--- config.mk ---
export PLATFORM = sky130hd
export DESIGN_NAME = ash_host_port
export DESIGN_NICKNAME = d
export VERILOG_FILES = /design/src/ash_pkg.sv /design/src/ash_host_port.sv
export VERILOG_INCLUDE_DIRS = /design/src
export SDC_FILE = /design/constraint.sdc
export NUM_CORES = 1
export LEC_CHECK = 0
export ABC_AREA = 1
export BUFFER_PORTS_ARGS = -buffer_cell sky130_fd_sc_hd__buf_2
export CORE_MARGIN = 8
export CORE_UTILIZATION = 40
export DETAILED_ROUTE_END_ITERATION = 16
export SYNTH_ARGS = -nofsm -noshare
export SYNTH_HDL_FRONTEND = slang
export SYNTH_SLANG_ARGS = --single-unit
--- constraint.sdc ---
create_clock -name core_clk_in -period 2.7 [get_ports core_clk_in]
set_input_delay 0.27 -clock core_clk_in [delete_from_list [all_inputs] [get_ports core_clk_in]]
set_output_delay 0.27 -clock core_clk_in [all_outputs]
set_load 0.02 [all_outputs]
--- src/ash_defs.svh ---
// constants of the auto-detecting serial host port
// included by the port module only
`ifndef ASH_DEFS_SVH
`define ASH_DEFS_SVH
`define ASH_LAST_BIT 5'h17
`define ASH_READ_FLAG 1'b1
`define ASH_ADDR_HI 4'h9
`define ASH_GC_ADDR 8'h00
`define ASH_GC_RESET 8'h06
`define ASH_BYTE_BITS 4'h8
`define ASH_BYTE_LAST 4'h7
`endif

--- src/ash_pkg.sv ---
// types of the auto-detecting serial host port
// no surroundings assumed
package ash_pkg;
  typedef enum logic [2:0] {
    ASH_IF_NONE = 3'h1,
    ASH_IF_SPI = 3'h2,
    ASH_IF_I2C = 3'h4
  } ash_iface_t;
  typedef enum logic [4:0] {
    ASH_I_IDLE = 5'h01,
    ASH_I_RX = 5'h02,
    ASH_I_ACK = 5'h04,
    ASH_I_TX = 5'h08,
    ASH_I_TACK = 5'h10
  } ash_i2c_st_t;
  typedef struct packed {
    logic frame_sel_n;
    logic sclk;
    logic sdi;
    logic scl;
    logic sda;
  } ash_pins_t;
  typedef struct packed {
    logic wr;
    logic rd;
    logic [6:0] addr;
    logic [15:0] data;
  } ash_reg_req_t;
  typedef struct packed {
    ash_pins_t s1;
    ash_pins_t s2;
    ash_pins_t s3;
    ash_pins_t flt;
    ash_iface_t iface;
    logic [4:0] bcnt;
    logic full;
    logic [23:0] sh;
    logic [23:0] first;
    logic [23:0] tx;
    logic [23:0] resp;
    logic [7:0] cmd;
    logic rd_pend;
    ash_i2c_st_t ist;
    logic [3:0] ibit;
    logic [7:0] ish;
    logic [1:0] ibyte;
    logic gc;
    logic irw;
    logic act;
    logic [15:0] itx;
    ash_reg_req_t req;
    logic sdo;
    logic sdo_oe;
    logic sda_o;
    logic sda_oe;
    logic swrst;
  } ash_state_t;
endpackage

--- src/ash_host_port.sv ---
// serial host port: locks onto spi or i2c target, feeds a register request port
// assumes registers answer rd_data_in in the cycle after the read request pulse
// How it works
// - first protocol seen after reset is kept until the next reset
// - frame starts when select falls; input sampled on falling sclk
// - frames with fewer than 24 falling edges are dropped
// - three-wire frames use only the first 24 bits
// - select high blocks sclk and sdi and floats sdo
// - first byte holds read flag and 7-bit address, then 16 data bits
// - sdo stays off until the readback enable is set
// - four-wire needs the gpio mapped as sdo output
// - readback frame echoes flag, address, then register data
// - sdo launches on falling or rising sclk per edge select
// - four-wire uses last 24 bits; non-multiples of 24 dropped
// - only 7-bit i2c addresses answered
// - general call 0x06 resets on rising edge of its ack
// - receiver holds sda low through ninth clock high
// - standard, fast and fast-plus rates served alike
// - target receives writes and transmits on reads
// - i2c address is 1001 plus three select pin bits
// - i2c write applied on falling edge of last data ack
`timescale 1ns/1ps
`default_nettype none
`include "ash_defs.svh"
module ash_host_port (
  input wire logic core_clk_in,
  input wire logic reset_in,
  input wire ash_pkg::ash_pins_t link_pins_in,
  input wire logic readback_output_enable_in,
  input wire logic output_edge_select_in,
  input wire logic gpio_sdo_map_in,
  input wire logic [2:0] address_select_pin_in,
  input wire logic [15:0] rd_data_in,
  output logic sdo_out,
  output logic sdo_oe_out,
  output logic sda_out,
  output logic sda_oe_out,
  output ash_pkg::ash_reg_req_t reg_req_out,
  output logic sw_reset_out,
  output ash_pkg::ash_iface_t iface_out
);
  import ash_pkg::*;
  ash_state_t st_reg;
  ash_state_t st_next;
  logic four;
  assign four = readback_output_enable_in & gpio_sdo_map_in;

  always_comb begin
    ash_pins_t nf;
    ash_pins_t pf;
    logic fs_fall;
    logic fs_rise;
    logic ck_fall;
    logic ck_rise;
    logic scl_rise;
    logic scl_fall;
    logic i2c_start;
    logic i2c_stop;
    logic launch;
    logic [23:0] word;
    nf = '0;
    pf = st_reg.flt;
    word = '0;
    launch = 1'b0;
    st_next = st_reg;
    st_next.req.wr = 1'b0;
    st_next.req.rd = 1'b0;
    st_next.swrst = 1'b0;
    st_next.sda_o = 1'b0;
    // three stages; a change counts once stages two and three agree
    st_next.s1 = link_pins_in;
    st_next.s2 = st_reg.s1;
    st_next.s3 = st_reg.s2;
    st_next.flt = ash_pins_t'((st_reg.s3 & ~(st_reg.s2 ^ st_reg.s3)) | (pf & (st_reg.s2 ^ st_reg.s3)));
    nf = st_next.flt;
    fs_fall = pf.frame_sel_n & ~nf.frame_sel_n;
    fs_rise = ~pf.frame_sel_n & nf.frame_sel_n;
    ck_fall = pf.sclk & ~nf.sclk;
    ck_rise = ~pf.sclk & nf.sclk;
    scl_rise = ~pf.scl & nf.scl;
    scl_fall = pf.scl & ~nf.scl;
    i2c_start = pf.scl & nf.scl & pf.sda & ~nf.sda;
    i2c_stop = pf.scl & nf.scl & ~pf.sda & nf.sda;
    // register data stands the cycle after the read pulse, so capture one cycle later
    st_next.rd_pend = st_reg.req.rd;
    if (st_reg.rd_pend) begin
      st_next.resp = {st_reg.cmd, rd_data_in};
    end
    // once chosen, the other protocol is never looked at again
    if (st_reg.iface == ASH_IF_NONE) begin
      if (fs_fall) begin
        st_next.iface = ASH_IF_SPI;
      end else if (i2c_start) begin
        st_next.iface = ASH_IF_I2C;
      end
    end
    if (st_next.iface == ASH_IF_SPI) begin
      if (fs_fall) begin
        st_next.bcnt = '0;
        st_next.full = 1'b0;
        st_next.tx = st_reg.resp;
        st_next.sdo = st_reg.resp[23];
      end else if (!nf.frame_sel_n) begin
        if (ck_fall) begin
          st_next.sh = {st_reg.sh[22:0], nf.sdi};
          if (st_reg.bcnt == `ASH_LAST_BIT) begin
            st_next.bcnt = '0;
            st_next.full = 1'b1;
            if (!st_reg.full) begin
              st_next.first = st_next.sh;
            end
          end else begin
            st_next.bcnt = st_reg.bcnt + 5'h01;
          end
        end
        // rising launch waits for the first sample so bit 23 is not skipped
        launch = output_edge_select_in ? ck_fall : (ck_rise & (st_reg.full | (st_reg.bcnt != '0)));
        if (launch) begin
          // newest input bit follows, so a chained part sees our frame 24 edges late
          st_next.tx = {st_reg.tx[22:0], st_next.sh[0]};
          st_next.sdo = st_reg.tx[22];
        end
      end
      if (fs_rise) begin
        word = four ? st_reg.sh : st_reg.first;
        if (st_reg.full && (!four || st_reg.bcnt == '0)) begin
          st_next.req.rd = (word[23] == `ASH_READ_FLAG);
          st_next.req.wr = (word[23] != `ASH_READ_FLAG);
          st_next.req.addr = word[22:16];
          st_next.req.data = word[15:0];
          if (word[23] == `ASH_READ_FLAG) begin
            st_next.cmd = word[23:16];
          end
        end
      end
    end
    st_next.sdo_oe = (st_next.iface == ASH_IF_SPI) & four & ~nf.frame_sel_n;
    // plain edge sampling at 40 mhz covers all three bus rates
    if (st_next.iface == ASH_IF_I2C) begin
      if (i2c_start) begin
        st_next.ist = ASH_I_RX;
        st_next.ibit = '0;
        st_next.ibyte = '0;
        st_next.act = 1'b0;
        st_next.sda_oe = 1'b0;
      end else if (i2c_stop) begin
        st_next.ist = ASH_I_IDLE;
        st_next.sda_oe = 1'b0;
      end else begin
        case (st_reg.ist)
          ASH_I_IDLE: begin
            st_next.sda_oe = 1'b0;
          end
          ASH_I_RX: begin
            if (scl_rise) begin
              st_next.ish = {st_reg.ish[6:0], nf.sda};
              st_next.ibit = st_reg.ibit + 4'h1;
            end else if (scl_fall && st_reg.ibit == `ASH_BYTE_BITS) begin
              st_next.ist = ASH_I_ACK;
              st_next.sda_oe = 1'b1;
              st_next.ibyte = (st_reg.ibyte == 2'h3) ? 2'h3 : st_reg.ibyte + 2'h1;
              case (st_reg.ibyte)
                2'h0: begin
                  if (st_reg.ish[7:1] == {`ASH_ADDR_HI, address_select_pin_in}) begin
                    st_next.gc = 1'b0;
                    st_next.irw = st_reg.ish[0];
                    if (st_reg.ish[0]) begin
                      st_next.req.rd = 1'b1;
                      st_next.req.addr = st_reg.cmd[6:0];
                    end
                  end else if (st_reg.ish == `ASH_GC_ADDR) begin
                    st_next.gc = 1'b1;
                    st_next.irw = 1'b0;
                  end else begin
                    st_next.ist = ASH_I_IDLE;
                    st_next.sda_oe = 1'b0;
                  end
                end
                2'h1: begin
                  if (!st_reg.gc) begin
                    st_next.cmd = st_reg.ish;
                  end else if (st_reg.ish == `ASH_GC_RESET) begin
                    st_next.act = 1'b1;
                  end else begin
                    st_next.ist = ASH_I_IDLE;
                    st_next.sda_oe = 1'b0;
                  end
                end
                2'h2: begin
                  st_next.itx[15:8] = st_reg.ish;
                end
                default: begin
                  st_next.itx[7:0] = st_reg.ish;
                  st_next.act = ~st_reg.gc;
                end
              endcase
            end
          end
          ASH_I_ACK: begin
            if (scl_rise && st_reg.act && st_reg.gc) begin
              st_next.swrst = 1'b1;
              st_next.act = 1'b0;
            end else if (scl_fall) begin
              st_next.ibit = '0;
              st_next.act = 1'b0;
              if (st_reg.act && !st_reg.gc) begin
                st_next.req.wr = 1'b1;
                st_next.req.addr = st_reg.cmd[6:0];
                st_next.req.data = st_reg.itx;
              end
              if (st_reg.irw) begin
                st_next.ist = ASH_I_TX;
                st_next.itx = st_reg.resp[15:0];
                st_next.sda_oe = ~st_reg.resp[15];
              end else begin
                st_next.ist = ASH_I_RX;
                st_next.sda_oe = 1'b0;
              end
            end
          end
          ASH_I_TX: begin
            if (scl_fall) begin
              st_next.ibit = st_reg.ibit + 4'h1;
              st_next.itx = {st_reg.itx[14:0], 1'b0};
              if (st_reg.ibit == `ASH_BYTE_LAST) begin
                st_next.ist = ASH_I_TACK;
                st_next.sda_oe = 1'b0;
              end else begin
                st_next.sda_oe = ~st_reg.itx[14];
              end
            end
          end
          ASH_I_TACK: begin
            if (scl_rise && nf.sda) begin
              st_next.ist = ASH_I_IDLE;
            end else if (scl_fall) begin
              st_next.ist = ASH_I_TX;
              st_next.ibit = '0;
              st_next.sda_oe = ~st_reg.itx[15];
            end
          end
          default: begin
            st_next.ist = ASH_I_IDLE;
            st_next.sda_oe = 1'b0;
          end
        endcase
      end
    end
  end

  always_ff @(posedge core_clk_in) begin
    if (reset_in) begin
      st_reg <= '0;
      st_reg.s1 <= '1;
      st_reg.s2 <= '1;
      st_reg.s3 <= '1;
      st_reg.flt <= '1;
      st_reg.iface <= ASH_IF_NONE;
      st_reg.ist <= ASH_I_IDLE;
    end else begin
      st_reg <= st_next;
    end
  end

  assign sdo_out = st_reg.sdo;
  assign sdo_oe_out = st_reg.sdo_oe;
  assign sda_out = st_reg.sda_o;
  assign sda_oe_out = st_reg.sda_oe;
  assign reg_req_out = st_reg.req;
  assign sw_reset_out = st_reg.swrst;
  assign iface_out = st_reg.iface;
endmodule
`default_nettype wire

==> impl_results.md, run 1 <==
* Post-route cell area at between 10,000 and 15,000 µm²
* Number of fill cells at approximately 2.6k
* Type of element launching the critical path: flop
* Fraction of final layout cells sized beyond drive strength 1 at 0.1073
* Share of synthesized area occupied by flip-flops and latches at 0.3964
* Setup total negative slack at 0 ns
* Final net count at 1,585
* Routed wire length at 26.73 mm
* Critical path start-end classification: flop to flop
* Hold Buf Count CTS at 2
* Final Hold Vio Count at 0
* Routed WL per cell at 14.10 µm
* Endpoint arrival time on the critical path at about 2.7 ns
* Number of warnings printed during yosys synthesis at 0
* Avg Inst Size Synth at 6.538 µm²
* Leakage power summed over all cells at slightly above 5 nW
* Cells along the critical path: nand3_2, o21ai_2, inv_2, nor2_4, nand2_4, nor2_8, nand2_4, clkinv_2, nor2_1, nor2_1
* Crit-path leading delay family: simple AND/OR/NAND/NOR gates
* Die extent in y at around 170 µm
* First-pass GRT wire length at 44.16 mm
* Detailed Routing Iterations Pass 1 at 7
* Pwr Density at 524.6 nW/µm²
* Maximum clock frequency at between 400 and 500 MHz
* Congestion Overflow GR at 0
* Slew margin rel. at 0.3736
* Largest clock skew in the final design at between 0.01 and 0.015 ns
* Max-capacitance violation count at 0
* Critical-path maximum fanout at 24
* Area of the die at 30,590 µm²
* Detailed-route DRC error count at 0
* Number of gates resized after cts at 0
* CTS tree: done
* Clock network latency to the later pin of the worst-skew pair at approximately 0.44 ns
* Vias post-DR at ~9.4k
* Core Util, Final at 0.4433
* Vias in the first global route at ~8.6k
* # setup viols final at 0
* Final cycle utilization of the critical path at 0.8508
* Largest net degree at the start of global routing at between 60 and 70
* Crit path time final at between 2 and 2.5 ns
* Worst EP required at roughly 3.1 ns
* CTS H-Tree Depth at 4
* Cell taking the most area after synthesis: dfxtp_1
* Number of top-level pins at 62
* Count of input and output buffers at 60
* Number of post-CTS setup repair buffers at 0
* Number of nets with antenna violations after detailed routing at 0
* HPWL after DPL at slightly below 20 mm
* Number of DRC markers after the initial detailed-route iteration at 760
* Std-Cell Core Area at roughly 25,000 µm²
* Number of distinct library cells after synthesis at 42
* Die boundary width at 174.9 µm
* Number of buffer and inverter stages on the critical path at 2
* Antenna Cells at 0
* Ys flop type: dfxtp_1
* Number of instances in the synthesized netlist at 1,545
* Antenna violations before repair at 1
* Routed vias/inst at a little under 5
* Post-route total power at 5.805 mW
* Number of placement rows at 58
* Leading cell types by total area after synthesis: dfxtp_1 (40%), nand2_1 (14%), nor2_1 (12%)
* Flip-flop and latch count after synthesis at 200
* Tightest Pin Transition at between 0.9 and 1 ns
* Endpoint kind of the worst setup timing path: flop
* Worst-case vdd ir drop at ~0.35 mV
* Worst stage delay on the critical path at about 0.42 ns
* Cell at the root of the clock tree: clkbuf_16
* Path class of the lowest-slack min-delay path: input pin to flop
* Post-route setup slack at just over 0.4 ns
* Number of flip-flops under the largest register name at roughly 160
* Cell area after synthesis at around 10,000 µm²
* Post-synth top area share at 0.3964
* CTS buffer count at 17
* Cell with the largest stage delay on the worst path: dfxtp_1
* Post-place setup slack at roughly 0.40 ns
* Clock-pin slew on the worst setup and hold paths at roughly 0.080 ns
* Synthesis-to-finish area growth at 9.550%
* Setup repair after global routing missed its margin: no
* Number of pins with negative max-slew slack in the final report at 0
* Maximum clock insertion buffer count at 2
* Initial Utilization at 0.4046
* Number of clock sinks at 200
* Placed inst area at approximately 10,000 µm²
* Run status: complete, no violations
* Count of flip-flops with a built-in enable after synthesis at 0
* Final estimated routing congestion in global placement at about 0.9
* Total track usage at 0.1755
* Net count of the mapped netlist at 1,578
* Async S/R FF share, synth at 0
==> metrics by stage <==
| step | std cells | hold slack, ns |
|---|---|---|
| 3_3_place_gp | 1859 | 0.3927 |
| 5_1_grt | 1895 | 0.004957 |
| 2_1_floorplan | 1545 | 0.3738 |
| 6_report | 1895 | 0.01680 |
| 3_5_place_dp | 1859 | 0.3933 |
| 4_1_cts | 1893 | 0.002416 |
==> layout by cell type (no fill, tap or decap), types with 5 or more instances in the layout <==
cell type / netlist / final
a22o_1: 12 / 12
nor2_4: 8 / 8
buf_4: 33 / 23
nor2_1: 324 / 324
clkbuf_16: 0 / 17
nand2_1: 375 / 375
o21ai_1: 5 / 5
a211oi_1: 6 / 6
dfxtp_1: 200 / 200
inv_1: 141 / 141
buf_2: 14 / 60
a21oi_1: 47 / 47
nand3_1: 90 / 90
inv_2: 8 / 8
nand4_1: 24 / 24
nor2_2: 6 / 6
nor3_1: 10 / 10
o22ai_1: 10 / 10
or2_2: 11 / 11
o21ai_0: 137 / 137
==> area by class of cell <==
type	count	area, µm²	share of cell area
clock inverters	15	200.2	0.01809
multi-input cells	1094	4920	0.4446
well taps	330	412.9	0.03731
inverters	151	570.5	0.05156
repair buffers	88	533.0	0.04817
clock buffers	17	425.4	0.03844
flip-flops and latches	200	4004	0.3618
==> worst paths after layout <==
path,startpoint,end,slack [ns],depth (start not counted)
setup / recovery,st_reg[186],st_reg[171],0.40,10
hold / removal,link_pins_in[0],st_next[192],0.02,2
setup reg to reg,st_reg[186],st_reg[171],0.40,10
hold reg to reg,st_next[196],st_next[191],0.41,1
==> cells in the mapped netlist (10+ instances only) <==
cell type	count
buf_2	14
nand4_1	24
buf_4	33
or2_2	11
a22o_1	12
nand3_1	90
o22ai_1	10
a21oi_1	47
inv_1	141
nor3_1	10
dfxtp_1	200
nand2_1	375
o21ai_0	137
nor2_1	324
clkbuf_1	37
==> per-layer routing <==
layer / GRT usage / share of wire
met2: 0.2707 / 0.44
met1: 0.2425 / 0.49
met4: 0.05404 / 0.017
met5: 0 / 0.00019
met3: 0.03497 / 0.059
==> where the power goes <==
| group | total, mW | switching, mW | internal [mW] |
|---|---|---|---|
| clock | 2.69 | 1.34 | 1.36 |
| sequential | 2.96 | 0.00451 | 2.96 |
| combinational | 0.154 | 0.101 | 0.0533 |
==> cells by family after synthesis <==
kind of cell | after synthesis | share of synthesized area
and+or+nand+nor | 861 | 0.3581
buffers and inverters | 251 | 0.1166
AOI/OAI and AO/OA | 226 | 0.1219
DFF | 200 | 0.3964
adders and majority gates | 4 | 0.004955
xor gates and xnor gates | 2 | 0.001734
other | 1 | 0.0003713
Note: power is estimated with default switching activity, not from simulation.
==> run 2, diff against run 1 <==
MAX_ROUTING_LAYER = met4   (was not set)
==> impl_results.md, run 2 (same netlist as run 1, synthesis figures left out) <==
* Area of the die at between 30,000 and 40,000 µm²
* # setup viols final at 0
* First-pass GRT wire length at roughly 44 mm
* Post-place setup slack at approximately 0.4 ns
* Critical path start-end classification: flop to flop
* Number of DRC markers after the initial detailed-route iteration at ~700
* Die boundary width at 174.9 µm
* Pwr Density at between 500 and 600 nW/µm²
* Cell with the largest stage delay on the worst path: dfxtp_1
* Detailed Routing Iterations Pass 1 at 5
* Number of top-level pins at 62
* Worst EP required at 3.08 ns
* Final cycle utilization of the critical path at 0.8492
* Final estimated routing congestion in global placement at about 0.94
* Synthesis-to-finish area growth at 9.476%
* Number of clock sinks at 200
* Leakage power summed over all cells at between 5 and 6 nW
* Fraction of final layout cells sized beyond drive strength 1 at 0.1074
* Routed WL per cell at 14.15 µm
* Worst-case vdd ir drop at about 0.35 mV
* Final Hold Vio Count at 0
* Vias post-DR at 9,408
* Clock network latency to the later pin of the worst-skew pair at approximately 0.44 ns
* Number of fill cells at 2,632
* Total track usage at 0.1804
* Worst stage delay on the critical path at 0.42 ns
* Run status: complete, no violations
* Critical-path maximum fanout at 24
* Die extent in y at 174.9 µm
* Maximum clock frequency at ~440 MHz
* Cell at the root of the clock tree: clkbuf_16
* Endpoint kind of the worst setup timing path: flop
* Crit path time final at about 2.3 ns
* Worst hold margin at around 0.015 ns
* CTS H-Tree Depth at 4
* Detailed-route DRC error count at 0
* Largest clock skew in the final design at 0.01168 ns
* Maximum clock insertion buffer count at 2
* Crit-path leading delay family: simple AND/OR/NAND/NOR gates
* Number of pins with negative max-slew slack in the final report at 0
* Std-Cell Core Area at between 20,000 and 25,000 µm²
* Number of flip-flops under the largest register name at around 160
* Largest net degree at the start of global routing at 64
* Routed wire length at roughly 27 mm
* Tightest Pin Transition at roughly 0.96 ns
* Endpoint arrival time on the critical path at about 2.7 ns
* Setup total negative slack at 0 ns
* Max-capacitance violation count at 0
* Most frequent cells in the layout: nand2_1 (375), nor2_1 (324), dfxtp_1 (200)
* HPWL after DPL at 19.51 mm
* Most common library cell in the layout ignoring fill and taps: nand2_1
* Congestion Overflow GR at 0
* Initial Utilization at 0.4046
* CTS tree: done
* Vias in the first global route at 8,562
* Number of post-CTS setup repair buffers at 0
* Cells along the critical path: nand3_2, o21ai_2, inv_2, nor2_4, nand2_4, nor2_8, nand2_4, clkinv_2, nor2_1, nor2_1
* Slew margin rel. at 0.3562
* Routed vias/inst at around 5.0
* Type of element launching the critical path: flop
* CTS buffer count at 17
* Number of nets with antenna violations after detailed routing at 0
* Post-route setup slack at just over 0.4 ns
* Final net count at 1,584
* Count of input and output buffers at 60
* Antenna violations before repair at 1
* Number of placement rows at just under 60
* Number of buffer and inverter stages on the critical path at 2
* Path class of the lowest-slack min-delay path: input pin to flop
* Setup repair after global routing missed its margin: no
* Clock-pin slew on the worst setup and hold paths at ~0.080 ns
run 2: through the flow:
stage	instances	utilization	power [mW]	area [µm²]
2_1_floorplan	1545	-	3.124	10100
3_3_place_gp	1859	0.4166	3.180	10400
3_5_place_dp	1859	0.4166	3.182	10400
4_1_cts	1893	0.4425	5.857	11050
5_1_grt	1895	0.4430	6.016	11060
6_report	1895	0.4430	5.806	11060
run 2: worst reg2reg max path, cell delays in order (launching register included):
cell and delay, ns:
dfxtp_1 0.42, nand3_2 0.19, o21ai_2 0.23, inv_2 0.08, nor2_4 0.16, nand2_4 0.16, nor2_8 0.31, nand2_4 0.22
clkinv_2 0.30, nor2_1 0.07, nor2_1 0.10
run 2: report_power, final:
part	switching, mW	leakage (nW)	internal, mW
clock	1.34	0.305	1.36
combinational	0.101	3.19	0.0524
sequential	0.00450	1.61	2.96
run 2: worst paths after layout:
check / start / endpoint / slack (ns) / cells after the start
setup / recovery: st_reg[186] / st_reg[171] / 0.41 / 10
hold / removal: link_pins_in[4] / st_next[196] / 0.01 / 2
setup reg to reg: st_reg[186] / st_reg[171] / 0.41 / 10
hold reg to reg: st_next[196] / st_next[191] / 0.41 / 1
run 2: final cells by class:
type                    instances  area, µm²  share of cell area
diodes                          1      2.502           0.0002263
repair buffers                 87      523.0             0.04730
multi-input cells            1094       4920              0.4449
inverters                     151      570.5             0.05160
clock buffers                  17      425.4             0.03847
clock inverters                15      200.2             0.01810
well taps                     330      412.9             0.03734
flip-flops and latches        200       4004              0.3621
run 2: repair_timing:
action,in CTS,in global routing
hold endpoints to repair,2,1
hold buffers,2,1
resized for setup,0,0
run 2: routing by layer:
metal / vias up / track usage / wire, µm
li1: 4861 / - / -
met5: - / - / 0
met4: 0 / 0.05404 / 476
met1: 4281 / 0.2445 / 13140
met2: 232 / 0.2705 / 11690
met3: 34 / 0.03151 / 1505
==> run 3, diff against run 2 <==
clock period = 2.09 ns   (was 2.7 ns; I/O delays follow)
==> impl_results.md, run 3 (same netlist as run 1, synthesis figures left out) <==
* Type of element launching the critical path: flop
* Endpoint arrival time on the critical path at about 2.3 ns
* Critical-path maximum fanout at 9
* Routed wire length at 27.79 mm
* Number of pins with negative max-slew slack in the final report at 0
* Worst R2R Path Depth at 9
* Run status: complete, no violations
* Worst-case vdd ir drop at ~0.47 mV
* Crit-path leading delay family: simple AND/OR/NAND/NOR gates
* Startpoint of the most critical register-to-register path: st_reg[182]
* Post-route total power at between 7 and 8 mW
* Most frequent cells in the layout: nand2_1 (373), nor2_1 (320), dfxtp_1 (199)
* Leakage power summed over all cells at roughly 5.4 nW
* Routed vias/inst at around 4.9
* Clock-pin slew on the worst setup and hold paths at about 0.08 ns
* Count of input and output buffers at 60
* Largest net degree at the start of global routing at slightly above 50
* CTS buffer count at 17
* Synthesis-to-finish area growth at 15.14%
* Cells along the critical path: nand3_1, nor2_4, nand2_2, a21oi_2, nand3_4, inv_2, nand2_2, o21ai_0, nor2_1
* HPWL after DPL at 19.86 mm
* Number of top-level pins at 62
* Vias post-DR at 9,524
* Fraction of final layout cells sized beyond drive strength 1 at 0.1357
* Path class of the lowest-slack min-delay path: input pin to flop
* Maximum clock insertion buffer count at 2
* Cell at the root of the clock tree: clkbuf_16
* Cell repeated most along the worst path: nand2_2
* Slack of the worst reg-to-reg path at roughly 0.11 ns
* Die boundary width at between 150 and 200 µm
* Final estimated routing congestion in global placement at between 0.9 and 1
* Number of nets with antenna violations after detailed routing at 0
* Number of DRC markers after the initial detailed-route iteration at between 700 and 800
* Number of clock sinks at 200
* Detailed-route DRC error count at 0
* Area of the die at just over 30,000 µm²
* Initial Utilization at 0.4046
* First-pass GRT wire length at about 46 mm
* # setup viols final at 0
* Largest clock skew in the final design at 0.01389 ns
* Total track usage at 0.1875
* Max-capacitance violation count at 0
* Die extent in y at roughly 170 µm
* Endpoint kind of the worst setup timing path: flop
* Antenna Cells at 0
* Critical path start-end classification: flop to flop
* Number of buffer and inverter stages on the critical path at 1
* Tightest Pin Transition at between 0.6 and 0.7 ns
* Std-Cell Core Area at approximately 25,000 µm²
* Number of flip-flops under the largest register name at about 160
* Maximum clock frequency at just over 500 MHz
* CTS H-Tree Depth at 4
* Worst stage delay on the critical path at approximately 0.39 ns
* Crit path time final at approximately 2 ns
* Core Util, Final at 0.4659
* Final Hold Vio Count at 0
* Slew margin rel. at 0.5805
* Detailed Routing Iterations Pass 1 at 5
* Final net count at between 1.5k and 2k
* Congestion Overflow GR at 0
* Pwr Density at 655.6 nW/µm²
* Worst Hold Path Cells at 3
* Vias in the first global route at roughly 9.1k
* Worst hold path startpoint: rd_data_in[1]
* Most common library cell in the layout ignoring fill and taps: nand2_1
* CTS tree: done
* Routed WL per cell at 14.30 µm
* Antenna violations before repair at 0
* Final cycle utilization of the critical path at 0.9462
* Endpoint of the worst hold-timing path: st_reg[78]
* Worst EP required at 2.42 ns
* R2R Path End: st_reg[72]
* Cell with the largest stage delay on the worst path: dfxtp_1
* Clock network latency to the later pin of the worst-skew pair at approximately 0.45 ns
* Number of placement rows at 58
[run 3: changes by cell type in the layout (fill, tap and decap cells not counted), moves of 4 or more]
cell,previous run,this run
dlygate4sd3_1,3,10
buf_12,1,10
o21ai_1,5,9
nor2_1,324,320
o21ai_0,137,133
buf_4,23,55
[run 3: stage by stage]
| step | hold WS (ns) | setup WS [ns] | cell area [µm²] | cells | setup TNS, ns |
|---|---|---|---|---|---|
| 3_5_place_dp | 0.3955 | 0.07041 | 10750 | 1890 | 0 |
| 2_1_floorplan | 0.3128 | 0.3261 | 10100 | 1545 | 0 |
| 3_3_place_gp | 0.3924 | 0.08254 | 10750 | 1890 | 0 |
| 5_1_grt | 0.05602 | -0.01495 | 11630 | 1944 | -0.02918 |
| 6_report | 0.04326 | 0.1125 | 11630 | 1944 | 0 |
| 4_1_cts | 0.02982 | 0.03846 | 11480 | 1932 | 0 |
[run 3: repair_timing]
action                                  CTS  global route
endpoints found under the hold margin    10             0
hold buffers                             10             0
endpoints found under the setup margin    0            93
setup buffers                             0            11
resized for setup                         0            17
[run 3: final cells by class]
class | count | area, µm²
clock buffer | 18 | 429.2
sequential | 200 | 4005
clock inverter | 14 | 207.7
timing repair buffer | 137 | 1050
inverter | 151 | 573.1
multi-input combinational | 1094 | 4952
tap | 330 | 412.9
fill | 2621 | 13330
[run 3: where the power goes]
| group | total, mW | leakage [nW] | internal (mW) | switching (mW) |
|---|---|---|---|---|
| Clock | 3.59 | 0.307 | 1.95 | 1.64 |
| Sequential | 3.82 | 1.61 | 3.82 | 0.00577 |
| Combinational | 0.212 | 3.47 | 0.0785 | 0.134 |
[run 3: worst max path at each step]
stage	from	end	slack, ns	cells after the start
after floorplan	st_reg[174]	st_reg[139]	0.33	9
after global placement	st_next[187]	st_reg[36]	0.08	10
after detailed placement	st_reg[182]	st_reg[35]	0.07	9
after CTS	st_reg[182]	st_reg[36]	0.04	9
after global routing	st_reg[188]	st_reg[63]	-0.01	13
final	st_reg[182]	st_reg[72]	0.11	9
[run 3: worst min-delay path: stages]
cell	delay, ns
buf_2	0.07
o21ai_0	0.07
a21oi_1	0.10
[run 3: metal layers]
layer	up-vias	wire length, µm	GRT usage
met5	-	0	-
met4	0	450	0.05510
met3	30	1463	0.03000
met2	194	12290	0.2859
met1	4345	13590	0.2524
li1	4955	-	-
